**src/design/sfrh_pkg.sv**
```systemverilog
// sfrh_pkg: constants and types for the serial flash read path
// assumes nothing; imported by sfrh_read_top and the testbench, not by sfrh_buf or sfrh_sync
package sfrh_pkg;
  localparam logic [7:0] OP_NORMAL      = 8'h03;
  localparam logic [7:0] OP_NORMAL_WIDE = 8'h13;
  localparam logic [7:0] OP_FAST        = 8'h0B;
  localparam logic [7:0] OP_FAST_WIDE   = 8'h0C;
  localparam logic [7:0] OP_QUAD_IO     = 8'hEB;
  localparam logic [7:0] OP_UNIQUE_ID   = 8'h4B;
  localparam logic [7:0] OP_INFO_ROW    = 8'h68;
  localparam logic [5:0] CMD_BITS       = 6'h08;
  localparam logic [5:0] ADDR_BITS_NARROW = 6'h18;
  localparam logic [5:0] ADDR_BITS_WIDE = 6'h20;
  localparam int         MEM_AW         = 25;
  localparam logic [5:0] STEP_SINGLE    = 6'h01;
  localparam logic [5:0] STEP_QUAD      = 6'h04;
  localparam logic [3:0] BITS_SINGLE_REST = 4'h7;
  localparam logic [3:0] BITS_QUAD_REST = 4'h4;
  localparam logic [4:0] FAST_DUMMY_RESET = 5'h08;
  localparam logic [4:0] QUAD_DUMMY_RESET = 5'h06;
  localparam logic [3:0] OE_SINGLE      = 4'h2;
  localparam logic [3:0] OE_QUAD        = 4'hF;
  localparam int         PIN_SYNC_W     = 7;
  localparam int         BUF_DEPTH      = 2;
  localparam int         BYTE_W         = 8;

  typedef enum logic [2:0] {
    ST_IDLE,
    ST_CMD,
    ST_ADDR,
    ST_DUMMY,
    ST_DATA,
    ST_IGNORE
  } sfrh_state_t;
endpackage

```
**src/design/sfrh_buf.sv**
```systemverilog
// sfrh_buf: small fifo with valid/ready on both sides and a flush
// assumes one clock domain; flush empties it in one cycle
`timescale 1ns/10ps
module sfrh_buf #(
  parameter int W = 8,
  parameter int D = 2
) (
  input  wire logic         sys_clk_i,
  input  wire logic         nrst_i,
  input  wire logic         ce_i,
  input  wire logic         flush_i,
  input  wire logic         in_valid_i,
  output logic              in_ready_o,
  input  wire logic [W-1:0] in_data_i,
  output logic              out_valid_o,
  input  wire logic         out_ready_i,
  output logic      [W-1:0] out_data_o
);
  localparam int AW = (D > 1) ? $clog2(D) : 1;
  localparam logic [AW-1:0] LAST = AW'(D - 1);
  localparam logic [AW:0]   FULL = (AW + 1)'(D);

  logic [W-1:0]  mem_reg [D];
  logic [AW-1:0] wr_reg;
  logic [AW-1:0] wr_next;
  logic [AW-1:0] rd_reg;
  logic [AW-1:0] rd_next;
  logic [AW:0]   cnt_reg;
  logic [AW:0]   cnt_next;
  logic          push;
  logic          pop;

  assign in_ready_o  = (cnt_reg != FULL);
  assign out_valid_o = (cnt_reg != '0);
  assign out_data_o  = mem_reg[rd_reg];

  always_comb begin
    push     = in_valid_i && in_ready_o && ce_i;
    pop      = out_valid_o && out_ready_i && ce_i;
    wr_next  = wr_reg;
    rd_next  = rd_reg;
    cnt_next = cnt_reg;
    if (push) begin
      wr_next = (wr_reg == LAST) ? '0 : wr_reg + 1'b1;
    end
    if (pop) begin
      rd_next = (rd_reg == LAST) ? '0 : rd_reg + 1'b1;
    end
    if (push && !pop) begin
      cnt_next = cnt_reg + 1'b1;
    end else if (pop && !push) begin
      cnt_next = cnt_reg - 1'b1;
    end
    if (flush_i && ce_i) begin
      wr_next  = '0;
      rd_next  = '0;
      cnt_next = '0;
    end
  end

  always_ff @(posedge sys_clk_i or negedge nrst_i) begin
    if (!nrst_i) begin
      wr_reg  <= '0;
      rd_reg  <= '0;
      cnt_reg <= '0;
    end else begin
      wr_reg  <= wr_next;
      rd_reg  <= rd_next;
      cnt_reg <= cnt_next;
    end
  end

  always_ff @(posedge sys_clk_i) begin
    if (push && !flush_i) begin
      mem_reg[wr_reg] <= in_data_i;
    end
  end
endmodule

```
**src/design/sfrh_read_top.sv**
```systemverilog
// sfrh_read_top: serial flash read path, device end, pins sampled on sys_clk_i
// assumes memory array outside, answering fetches within two sys_clk_i cycles
// Operation
// - normal read 03h narrow/wide, 13h wide
// - opcode and address enter on lane 0
// - decode address bits 23..0 or 24..0
// - input ignored after address in read
// - normal read data follows address, no dummy
// - address increments per byte, wraps to zero
// - read runs until chip select rises
// - reads ignored while write in progress
// - fast read 0Bh narrow/wide, 0Ch wide
// - fast read waits configured dummy clocks
// - sample on rising, shift out falling
// - single-lane output one bit per clock
// - four-lane mode: nibble per clock
// - four-lane fast read configured dummy clocks
// - EBh, 4Bh, 68h use four-lane framing
// - hold acts only while selected, mid-sequence
// - held: outputs released, clock edges ignored
// - hold disabled by dtr, quad enable, reset
`timescale 1ns/10ps
module sfrh_read_top (
  input  wire logic                sys_clk_i,
  input  wire logic                nrst_i,
  input  wire logic                ce_i,
  input  wire logic                sck_i,
  input  wire logic                cs_n_i,
  input  wire logic                hold_n_i,
  input  wire logic [3:0]          data_lane_i,
  output logic      [3:0]          data_lane_o,
  output logic      [3:0]          data_lane_oe_o,
  input  wire logic                extended_address_flag_i,
  input  wire logic                write_in_progress_flag_i,
  input  wire logic                quad_enable_bit_i,
  input  wire logic                four_lane_instruction_mode_i,
  input  wire logic                dtr_mode_i,
  input  wire logic                hold_pin_is_reset_i,
  input  wire logic [4:0]          fast_dummy_i,
  input  wire logic [4:0]          quad_dummy_i,
  output logic                     fetch_valid_o,
  output logic [sfrh_pkg::MEM_AW-1:0] fetch_addr_o,
  input  wire logic                fetch_ready_i,
  input  wire logic                rdata_valid_i,
  input  wire logic [7:0]          rdata_i,
  output logic                     rdata_ready_o,
  output logic                     busy_o
);
  import sfrh_pkg::*;

  logic [PIN_SYNC_W-1:0] pins_s;
  logic              sck_s;
  logic              cs_s;
  logic              hold_s;
  logic [3:0]        lane_s;
  sfrh_state_t       state_reg;
  sfrh_state_t       state_next;
  logic [5:0]        cnt_reg;
  logic [5:0]        cnt_next;
  logic [5:0]        cnt_plus;
  logic [5:0]        step;
  logic [31:0]       sh_reg;
  logic [31:0]       sh_next;
  logic [MEM_AW-1:0] addr_reg;
  logic [MEM_AW-1:0] addr_next;
  logic              wide_reg;
  logic              wide_next;
  logic              fast_reg;
  logic              fast_next;
  logic              quad_reg;
  logic              quad_next;
  logic              sck_d_reg;
  logic              pend_reg;
  logic              pend_next;
  logic              on_reg;
  logic              on_next;
  logic [7:0]        osh_reg;
  logic [7:0]        osh_next;
  logic [3:0]        ocnt_reg;
  logic [3:0]        ocnt_next;
  logic [3:0]        lane_reg;
  logic [3:0]        lane_next;
  logic [3:0]        oe_reg;
  logic [3:0]        oe_next;
  logic [4:0]        dummy_n;
  logic [7:0]        byte_v;
  logic              rise;
  logic              fall;
  logic              hold_en;
  logic              held;
  logic              active;
  logic              buf_in_ready;
  logic              buf_out_valid;
  logic              buf_out_ready;
  logic [7:0]        buf_out_data;

  sfrh_sync #(.W(PIN_SYNC_W), .RST_V(7'h06)) u_sync (
    .sys_clk_i (sys_clk_i),
    .nrst_i    (nrst_i),
    .ce_i      (ce_i),
    .async_i   ({data_lane_i, hold_n_i, cs_n_i, sck_i}),
    .sync_o    (pins_s)
  );

  assign sck_s  = pins_s[0];
  assign cs_s   = pins_s[1];
  assign hold_s = pins_s[2];
  assign lane_s = pins_s[6:3];

  assign active        = (state_reg == ST_DUMMY) || (state_reg == ST_DATA);
  assign rdata_ready_o = buf_in_ready || !active;

  sfrh_buf #(.W(BYTE_W), .D(BUF_DEPTH)) u_buf (
    .sys_clk_i   (sys_clk_i),
    .nrst_i      (nrst_i),
    .ce_i        (ce_i),
    .flush_i     (cs_s),
    .in_valid_i  (rdata_valid_i && active),
    .in_ready_o  (buf_in_ready),
    .in_data_i   (rdata_i),
    .out_valid_o (buf_out_valid),
    .out_ready_i (buf_out_ready),
    .out_data_o  (buf_out_data)
  );

  assign rise    = sck_s && !sck_d_reg;
  assign fall    = !sck_s && sck_d_reg;
  assign hold_en = !quad_enable_bit_i && !dtr_mode_i && !hold_pin_is_reset_i;
  assign held    = hold_en && !hold_s && !cs_s && (state_reg != ST_IDLE);
  assign step    = quad_reg ? STEP_QUAD : STEP_SINGLE;
  assign cnt_plus = cnt_reg + step;
  assign dummy_n = quad_reg ? quad_dummy_i : fast_dummy_i;
  assign buf_out_ready = fall && !held && !cs_s && (state_reg == ST_DATA) && (ocnt_reg == 4'h0);
  assign byte_v  = (ocnt_reg == 4'h0) ? buf_out_data : osh_reg;
  assign fetch_valid_o = active && !cs_s && !pend_reg && buf_in_ready;
  assign fetch_addr_o  = addr_reg;
  assign data_lane_o    = lane_reg;
  assign data_lane_oe_o = oe_reg;
  assign busy_o         = (state_reg != ST_IDLE);

  always_comb begin
    state_next = state_reg;
    cnt_next   = cnt_reg;
    sh_next    = sh_reg;
    addr_next  = addr_reg;
    wide_next  = wide_reg;
    fast_next  = fast_reg;
    quad_next  = quad_reg;
    pend_next  = pend_reg;
    on_next    = on_reg;
    osh_next   = osh_reg;
    ocnt_next  = ocnt_reg;
    lane_next  = lane_reg;
    if (cs_s) begin
      state_next = ST_IDLE;
      cnt_next   = '0;
      on_next    = 1'b0;
      ocnt_next  = '0;
    end else if (state_reg == ST_IDLE) begin
      state_next = ST_CMD;
      cnt_next   = '0;
      quad_next  = four_lane_instruction_mode_i;
    end else if (rise && !held) begin
      sh_next  = quad_reg ? {sh_reg[27:0], lane_s} : {sh_reg[30:0], lane_s[0]};
      cnt_next = cnt_plus;
      case (state_reg)
        ST_CMD: begin
          if (cnt_plus == CMD_BITS) begin
            cnt_next   = '0;
            state_next = ST_ADDR;
            fast_next  = 1'b1;
            if (write_in_progress_flag_i) begin
              state_next = ST_IGNORE;
            end else if (quad_reg) begin
              case (sh_next[7:0])
                OP_FAST, OP_QUAD_IO: wide_next = extended_address_flag_i;
                OP_FAST_WIDE: wide_next = 1'b1;
                OP_UNIQUE_ID, OP_INFO_ROW: wide_next = 1'b0;
                default: state_next = ST_IGNORE;
              endcase
            end else begin
              case (sh_next[7:0])
                OP_NORMAL: begin
                  wide_next = extended_address_flag_i;
                  fast_next = 1'b0;
                end
                OP_NORMAL_WIDE: begin
                  wide_next = 1'b1;
                  fast_next = 1'b0;
                end
                OP_FAST: wide_next = extended_address_flag_i;
                OP_FAST_WIDE: wide_next = 1'b1;
                default: state_next = ST_IGNORE;
              endcase
            end
          end
        end
        ST_ADDR: begin
          if (cnt_plus == (wide_reg ? ADDR_BITS_WIDE : ADDR_BITS_NARROW)) begin
            cnt_next  = '0;
            addr_next = wide_reg ? sh_next[MEM_AW-1:0] : {1'b0, sh_next[23:0]};
            if (!fast_reg || dummy_n == 5'h00) begin
              state_next = ST_DATA;
            end else begin
              state_next = ST_DUMMY;
            end
          end
        end
        ST_DUMMY: begin
          cnt_next = cnt_reg + 6'h01;
          if (cnt_next >= {1'b0, dummy_n}) begin
            cnt_next   = '0;
            state_next = ST_DATA;
          end
        end
        default: begin
          sh_next  = sh_reg;
          cnt_next = cnt_reg;
        end
      endcase
    end else if (fall && !held && state_reg == ST_DATA) begin
      on_next = 1'b1;
      if (quad_reg) begin
        lane_next = byte_v[7:4];
        osh_next  = {byte_v[3:0], 4'h0};
        ocnt_next = (ocnt_reg == 4'h0) ? BITS_QUAD_REST : ocnt_reg - BITS_QUAD_REST;
      end else begin
        lane_next = {2'b00, byte_v[7], 1'b0};
        osh_next  = {byte_v[6:0], 1'b0};
        ocnt_next = (ocnt_reg == 4'h0) ? BITS_SINGLE_REST : ocnt_reg - 4'h1;
      end
    end
    if (fetch_valid_o && fetch_ready_i) begin
      addr_next = addr_reg + 1'b1;
      pend_next = 1'b1;
    end else if (rdata_valid_i && rdata_ready_o) begin
      pend_next = 1'b0;
    end
    if (state_next == ST_DATA && on_next && !held) begin
      oe_next = quad_reg ? OE_QUAD : OE_SINGLE;
    end else begin
      oe_next = 4'h0;
    end
  end

  always_ff @(posedge sys_clk_i or negedge nrst_i) begin
    if (!nrst_i) begin
      state_reg <= ST_IDLE;
      cnt_reg   <= '0;
      sh_reg    <= '0;
      addr_reg  <= '0;
      wide_reg  <= 1'b0;
      fast_reg  <= 1'b0;
      quad_reg  <= 1'b0;
      sck_d_reg <= 1'b0;
      pend_reg  <= 1'b0;
      on_reg    <= 1'b0;
      osh_reg   <= '0;
      ocnt_reg  <= '0;
      lane_reg  <= '0;
      oe_reg    <= '0;
    end else if (ce_i) begin
      state_reg <= state_next;
      cnt_reg   <= cnt_next;
      sh_reg    <= sh_next;
      addr_reg  <= addr_next;
      wide_reg  <= wide_next;
      fast_reg  <= fast_next;
      quad_reg  <= quad_next;
      sck_d_reg <= sck_s;
      pend_reg  <= pend_next;
      on_reg    <= on_next;
      osh_reg   <= osh_next;
      ocnt_reg  <= ocnt_next;
      lane_reg  <= lane_next;
      oe_reg    <= oe_next;
    end
  end

  chk_cs_release: assert property (@(posedge sys_clk_i) disable iff (!nrst_i)
    ce_i && cs_s |=> oe_reg == 4'h0 && state_reg == ST_IDLE) else $error("select high did not idle");
  chk_wip_ignore: assert property (@(posedge sys_clk_i) disable iff (!nrst_i)
    ce_i && !cs_s && rise && !held && state_reg == ST_CMD && cnt_plus == CMD_BITS && write_in_progress_flag_i
    |=> state_reg == ST_IGNORE) else $error("read accepted while busy");
  chk_hold_freeze: assert property (@(posedge sys_clk_i) disable iff (!nrst_i)
    ce_i && held |=> $stable(cnt_reg) && $stable(ocnt_reg) && $stable(lane_reg)) else $error("sequence moved in hold");
  chk_hold_hiz: assert property (@(posedge sys_clk_i) disable iff (!nrst_i)
    ce_i && held |=> oe_reg == 4'h0) else $error("lanes driven in hold");
  chk_addr_narrow: assert property (@(posedge sys_clk_i) disable iff (!nrst_i)
    ce_i && state_reg == ST_ADDR && state_next != ST_ADDR && !cs_s && !wide_reg |=> addr_reg[24] == 1'b0)
    else $error("narrow address kept bit 24");
  chk_addr_step: assert property (@(posedge sys_clk_i) disable iff (!nrst_i)
    ce_i && fetch_valid_o && fetch_ready_i |=> addr_reg == $past(addr_reg) + 1'b1) else $error("address not advanced");
  chk_normal_data: assert property (@(posedge sys_clk_i) disable iff (!nrst_i)
    ce_i && !cs_s && state_reg == ST_ADDR && state_next != ST_ADDR && !fast_reg |=> state_reg == ST_DATA)
    else $error("normal read not straight to data");
  chk_fast_dummy: assert property (@(posedge sys_clk_i) disable iff (!nrst_i)
    ce_i && !cs_s && state_reg == ST_ADDR && state_next != ST_ADDR && fast_reg && dummy_n != 5'h00
    |=> state_reg == ST_DUMMY) else $error("fast read skipped dummy");
  chk_single_lane: assert property (@(posedge sys_clk_i) disable iff (!nrst_i)
    !quad_reg |-> oe_reg == 4'h0 || oe_reg == OE_SINGLE) else $error("single mode drove wrong lane");
  chk_data_stays: assert property (@(posedge sys_clk_i) disable iff (!nrst_i)
    ce_i && state_reg == ST_DATA |=> state_reg == ST_DATA || state_reg == ST_IDLE) else $error("data phase left early");
endmodule

```
**src/design/sfrh_sync.sv**
```systemverilog
// sfrh_sync: two flip-flop synchroniser for pin inputs
// assumes inputs are asynchronous to sys_clk_i
`timescale 1ns/10ps
module sfrh_sync #(
  parameter int            W     = 1,
  parameter logic [W-1:0]  RST_V = '0
) (
  input  wire logic         sys_clk_i,
  input  wire logic         nrst_i,
  input  wire logic         ce_i,
  input  wire logic [W-1:0] async_i,
  output logic      [W-1:0] sync_o
);
  logic [W-1:0] meta_reg;
  logic [W-1:0] meta_next;
  logic [W-1:0] sync_reg;
  logic [W-1:0] sync_next;

  always_comb begin
    meta_next = ce_i ? async_i : meta_reg;
    sync_next = ce_i ? meta_reg : sync_reg;
  end

  always_ff @(posedge sys_clk_i or negedge nrst_i) begin
    if (!nrst_i) begin
      meta_reg <= RST_V;
      sync_reg <= RST_V;
    end else begin
      meta_reg <= meta_next;
      sync_reg <= sync_next;
    end
  end

  assign sync_o = sync_reg;
endmodule

```
**config.mk**
```make
export PLATFORM = sky130hd
export DESIGN_NAME = sfrh_read_top
export DESIGN_NICKNAME = d
export VERILOG_FILES = /design/src/design/sfrh_pkg.sv /design/src/design/sfrh_buf.sv /design/src/design/sfrh_read_top.sv /design/src/design/sfrh_sync.sv
export SDC_FILE = /design/constraint.sdc
export NUM_CORES = 1
export LEC_CHECK = 0
export ABC_AREA = 1
export BUFFER_PORTS_ARGS = -buffer_cell sky130_fd_sc_hd__buf_2
export CAP_MARGIN = 15
export CELL_PAD_IN_SITES_DETAIL_PLACEMENT = 0
export CELL_PAD_IN_SITES_GLOBAL_PLACEMENT = 1
export CORE_MARGIN = 3
export CORE_UTILIZATION = 30
export CTS_CLUSTER_DIAMETER = 120
export CTS_CLUSTER_SIZE = 30
export DETAILED_ROUTE_END_ITERATION = 16
export GPL_TIMING_DRIVEN = 1
export PLACE_DENSITY = 0.61
export SETUP_SLACK_MARGIN = 0.1
export SYNTH_ARGS = -nofsm -noshare
export SYNTH_HDL_FRONTEND = slang
export SYNTH_SLANG_ARGS = --single-unit
```
**constraint.sdc**
```tcl
create_clock -name sys_clk_i -period 8.75 [get_ports sys_clk_i]
set_input_delay 1.75 -clock sys_clk_i [delete_from_list [all_inputs] [get_ports sys_clk_i]]
set_output_delay 1.75 -clock sys_clk_i [all_outputs]
set_load 0.01 [all_outputs]
```
**Word-level counts from Yosys, hierarchy flattened**

Memory sizes are Yosys's and may differ from the RTL's.
Cells that the tools add are included.

- Eq/ne operators: 20
- Bitwise operators: 4
- Shift-type cells: 0
- Magnitude comparators: 1
- Div/mod/pow operators: 0
- Muxes and demuxes: 65
- Add/sub/neg operators: 9
- Reduce and logical (&&, ||, !) cells: 78
- $mul: 0

Operators by type and width:

| operator | count |
|---|---|
| two-way mux 25 bit | 8 |
| two-way mux 6 bit | 7 |
| two-way mux 4 bit | 10 |
| two-way mux 3 bit | 12 |
| logical AND 1 bit | 29 |
| adder 25 x 1 -> 25 bit (second input constant) | 1 |
| two-way mux 1 bit | 18 |
| one-hot mux 6 bit (3 select lines) | 1 |
| equality test 8 x 4 -> 1 bit (second input constant) | 2 |
| equality test 8 x 7 -> 1 bit (second input constant) | 2 |
| two-way mux 8 bit | 2 |
| nonzero test 2 bit | 8 |
| logical NOT 1 bit | 13 |
| AND reduction 6 bit | 2 |
| nonzero test 3 bit | 4 |
| AND reduction 5 bit | 2 |
| OR reduction 2 bit | 5 |
| one-hot mux 3 bit (3 select lines) | 1 |
| AND reduction 9 bit | 1 |
| equality test 8 x 2 -> 1 bit (second input constant) | 1 |
| equality test 8 x 5 -> 1 bit (second input constant) | 1 |
| equality test 8 bit (second input constant) | 1 |
| adder 6 x 1 -> 6 bit (second input constant) | 1 |
| adder 6 x 3 -> 6 bit | 1 |
| other kinds (30) | 44 |

- Logic and storage cells: 197
- Memory bits (read-only): 0
- Input port bits: 36
- Register bits after elaboration: 102
- Memories kept: 1
- RAM bits: 16
- Latch bits: 0
- Output and inout bits: 36

Memory list:

| name | words | bits a word | read ports | clocked after memory_dff | wr ports | line | source |
|---|---|---|---|---|---|---|---|
| u_buf.mem_reg | 2 | 8 | 1 | 0 | 1 | sfrh_buf.sv:23 | `logic [W-1:0] mem_reg [D];` |

**Logic depth before layout (Yosys ltp)**

- Depth after elaboration: 17
- Depth in mapped cells: 23
- Mapped depth without buffers: 22

**Cells and area by module**

Synthesis repeated with hierarchy kept, for this count alone.

- Cells, all modules: 916
- Area total of the unflattened synthesis: 6846.6 um^2

Modules (own cells, without submodules):

| module | seq. area each (um^2) | instances | cells each | area an instance (um^2) |
|---|---|---|---|---|
| sfrh_read_top | 2026.9 | 1 | 776 | 5474.0 |
| sfrh_buf | 580.6 | 1 | 81 | 837.1 |
| sfrh_sync | 355.3 | 1 | 59 | 535.5 |

**Worst setup path after synthesis**

No wires, ideal clock.

- Kind: in2reg
- Start point: input quad_dummy_i[0]
- End point: register oe_reg[2] (netlist: data_lane_oe_o[2])
- Setup time: 0.118 ns
- Setup slack: 5.573 ns
- Cell stages on the path: 21
- Arrival time: 3.059 ns
- Data required time: 8.632 ns
- Buffers on the path: 0
- Path through: nand2_1 -> nand2_1 -> ha_1 -> inv_1 -> nand2_1 -> nand2_1 -> nand2_1 -> nand2_1 -> nand2_1 -> nand2_1 -> nand2_1 -> nand2_1 -> nand3_1 -> nand2_1 -> inv_1 -> nand3_1 -> nand2_1 -> nand2_1 -> nand2_1 -> nand4_1 -> nand2_1

- Cells in the longest elaborated chain, start to end: 13
- Elaborated cells between the ends (all ways): 15
- Those cells by class: 1 x order compare; 1 x eq/ne; 9 x mux; 4 x reduce/logical

Ends and longest elaborated chain:

| what | line | source |
|---|---|---|
| from (decl) | sfrh_read_top.sv:40 | `input wire logic [4:0] quad_dummy_i,` |
| two-way mux 5 bit (*) | sfrh_read_top.sv:132 | `assign dummy_n = quad_reg ? quad_dummy_i : fast_dummy_i;` |
| branches (longest 4 deep; another with greater-or-equal comparator 6 x 5 -> 1 bit) | -- |  |
| one-hot mux 3 bit (3 select lines) (*) | sfrh_read_top.sv:166 | `case (state_reg)` |
| two-way mux 3 bit (*) | sfrh_read_top.sv:163 | `end else if (rise && !held) begin` |
| two-way mux 3 bit (*) | sfrh_read_top.sv:159 | `end else if (state_reg == ST_IDLE) begin` |
| two-way mux 3 bit (*) | sfrh_read_top.sv:154 | `if (cs_s) begin` |
| equality test 3 bit (*) | sfrh_read_top.sv:239 | `if (state_next == ST_DATA && on_next && !held) begin` |
| logical AND 1 bit (*) (2 in series) | sfrh_read_top.sv:239 |  |
| two-way mux 4 bit (*) | sfrh_read_top.sv:239 |  |
| to (signal assigned) | sfrh_read_top.sv:276 | `oe_reg <= oe_next;` |
| to (decl) | sfrh_read_top.sv:83 | `logic [3:0] oe_reg;` |

Every way passes the cells marked *.
A chain may end at the register's enable or synchronous reset.

**Worst setup path after layout**

- Start point: input ce_i
- End point: register addr_reg[23] (netlist: fetch_addr_o[23])

- Cells in the longest elaborated chain, start to end: 1

Ends and longest elaborated chain:

| what | line | source |
|---|---|---|
| from (decl) | sfrh_read_top.sv:26 | `input wire logic ce_i,` |
| AND reduction 6 bit (no line) | -- |  |
| to (signal assigned) | sfrh_read_top.sv:266 | `addr_reg <= addr_next;` |
| to (decl) | sfrh_read_top.sv:64 | `logic [MEM_AW-1:0] addr_reg;` |

Every way passes these cells.

==> run summary <==
Largest family of logic cells by synthesized area - simple AND/OR/NAND/NOR gates
Drt wl/cell - 14.52 microns
Synth Area in XOR/XNOR - 3.562%
Netlist Area Pre-Place - 6639 sq um
Core Footprint - 21350 sq um
PwrDens - 301.0 nW/um^2
Nets - 990
Simple-gate area share of the yosys netlist - 26.80%
Post CTS Setup Buffer Count - 0
Crit. End Element - register
# clock sinks - 115
Status - completed
DRT Pass-1 Iters - 5
Period utilisation layout - 45.56%
Initial antenna violation count - 0
Syn Area/Cell - 7.536 sq um
I/O Buffers - 71
Asr flop ratio synth - 86.09%
# hold bufs at CTS - 0
Least-Margin Pin Slew - 0.7165 ns
Sequential element share of the synthesized area - 44.63%
Proportion of layout cells with a drive suffix above 1 - 15.50%
Met1 global-route usage - 22.89%
Diodes inserted - 0
Mux contribution to synthesized area - 0.3015%
Post-CTS sizing - 0
Max-cap viol count - 0
DR vias/cell - 4.621
Finished Cell Area - 7726 sq um
Area leader, netlist - dfrtp_1
CTS Buf Count - 17
Met2 usage - 23.65%
Worst VDD drop - 0.0001192 V
Max Slew Vio Count - 0
Crit Path Class - input pin to register
GRT busiest layer - met2
Routed vias - 5684
Initial Utilization - 31.09%
H-tree depth - 4
Buf/Inv on CP - 5
Internal Power - 1.344 mW
Synth Warn # - 0
Clock skew - 0.009023 ns
Largest net degree at the start of global routing - 59
Post-synth top cells - nand2_1 (267), o21ai_0 (102), dfrtp_1 (95), inv_1 (89), nor2_1 (76)
Share of the synthesized area in the top cell type - 35.81%
RSZ-0062 raised after global routing - no
Chip height - 154.8 microns
Hold Violations, Final - 0
Placed Area - 7189 sq um
Combinational share of power - 37.9%
Routed wire length - 17860 microns
DP HPWL - 12730 microns
Sequence of cells on the critical path - buf_2, inv_1, nor2_1, inv_1, nor2_1, nand2_1, inv_2, nand3_1, nand2_4, inv_2, a21oi_1, o21ai_1, nand2_1
Slew HR - 52.23%
Clk root buf - clkbuf_16
Full die area - 23950 sq um
# DRC - 0
Cell at the slowest stage of the critical path - inv_1
Post-Synth Adder-Cell Area - 2.262%
CTS tree - yes
CP Launch Type - input pin
Vias in the first global route - 5681
Syn Inst Count - 881
EDFF count, synth - 16
Met3 usage - 2.770%
GPL Wtd Cong - 0.7876
Cell family with most CP delay - simple AND/OR/NAND/NOR gates
Leakage power - 3.703 nW
Die W - 154.8 microns
Sw frac - 42.21%
Area Growth Syn to Fin - 16.38%
Max reg flops - 25
#FFs+latches synth - 115
Critical path fanouts, max - 41
Final setup violation count - 0
Synth Flop Type - dfrtp_1
Hold crit path type - register to register
Clock buffer depth - 2
Total GRT Usage - 15.54%
Synth Area in Compound Gates - 14.00%
Antenna-violating nets left - 0
DR iter-0 viols - 337
Sequential power share - 34.8%
Count leader, synth - nand2_1
Io pins - 72
Synth top area cells - dfrtp_1 (36%), nand2_1 (15%), o21ai_0 (7.7%)
Fmax - 0.2509 GHz
Clock power frac - 27.3%
Crit path arrival time - 4.34 ns
Worst-path clk slew - 0.06 ns
Post-Syn Nets - 929
CP Data Required Time - 9.10 ns
CP peak stage delay - 0.39 ns
First-pass GRT wire length - 30040 microns
Net switching power - 0.9814 mW
Fin Setup TNS - 0 ns
Grt ovf - 0
Latest clock arrival within the worst-skew pair - 0.42 ns
Min Clock Period, post-route - 3.986 ns
Rows - 53
Library cells used by synthesis - 41
[power groups by stage]
stage / logic, mW / registers (mW) / clock network, mW
6_report: 0.881 / 0.809 / 0.635
5_1_grt: 1.02 / 0.833 / 0.680
4_1_cts: 0.897 / 0.811 / 0.656
3_5_place_dp: 0.891 / 0.820 / 0
3_3_place_gp: 0.900 / 0.820 / 0
2_1_floorplan: 0.609 / 0.820 / 0
[area by class of cell]
class | count | area [sq um]
repair buffers | 75 | 387.9
flip-flops and latches | 115 | 2964
well taps | 275 | 344.1
clock buffers | 17 | 425.4
inverters | 100 | 377.9
fillers | 2335 | 13630
clock inverters | 15 | 111.4
multi-input cells | 633 | 3115
[per-layer routing]
metal	wire [microns]	up-vias
met5	0	-
li1	-	2989
met2	7768	106
met4	158	0
met3	657	12
met1	9276	2577
[final timing paths]
kind                                    startpoint                 end  slack (ns)  depth (start not counted)
worst min-delay path            u_sync.meta_reg[0]  u_sync.meta_reg[0]        0.47                          2
worst min register to register  u_sync.meta_reg[0]  u_sync.meta_reg[0]        0.47                          2
min in group asynchronous                   nrst_i          cnt_reg[4]        1.38                          1
worst max-delay path                          ce_i    fetch_addr_o[23]        4.76                         13
max in group asynchronous                   nrst_i            quad_reg        6.14                          2
worst max register to register        state_reg[2]    fetch_addr_o[23]        5.22                         13
[tightest hold or removal path, stage by stage, from the launching register on]
cell,delay [ns]
dfrtp_1,0.34
nand2_1,0.05
nand2_1,0.04
[kinds of logic (layout without fill, tap and decap cells)]
group / after synthesis / in the layout
multiplexers: 2 / 2
XOR/XNOR: 27 / 27
AND/OR/NAND/NOR: 422 / 422
AO/OA/AOI/OAI: 170 / 170
buffers and inverters: 133 / 207
flip-flops: 115 / 115
adder cells (fa/ha/maj): 12 / 12
[through the flow]
| stage | cells | util, % | power (mW) | setup slack (ns) | hold WS [ns] |
|---|---|---|---|---|---|
| 6_report | 1230 | 36.18 | 2.325 | 4.764 | 0.4673 |
| 5_1_grt | 1230 | 36.18 | 2.537 | 4.338 | 0.4955 |
| 4_1_cts | 1230 | 36.18 | 2.364 | 4.705 | 0.4747 |
| 3_5_place_dp | 1198 | 33.67 | 1.712 | 4.283 | 0.4591 |
| 3_3_place_gp | 1198 | 33.67 | 1.720 | 4.367 | 0.4574 |
| 2_1_floorplan | 881 | - | 1.428 | 5.573 | 0.4422 |
[cell usage in the layout, fill, tap and decap left out, types with 12 or more instances in the layout]
cell type  instances
nand2_1          267
o21ai_0          102
dfrtp_1           94
inv_1             89
nor2_1            76
buf_2             70
nand3_1           30
xor2_1            23
a21oi_1           21
clkbuf_16         17
edfxtp_1          16
nand4_1           12
ha_1              12
No activity file was read; power rests on OpenSTA's default activity.
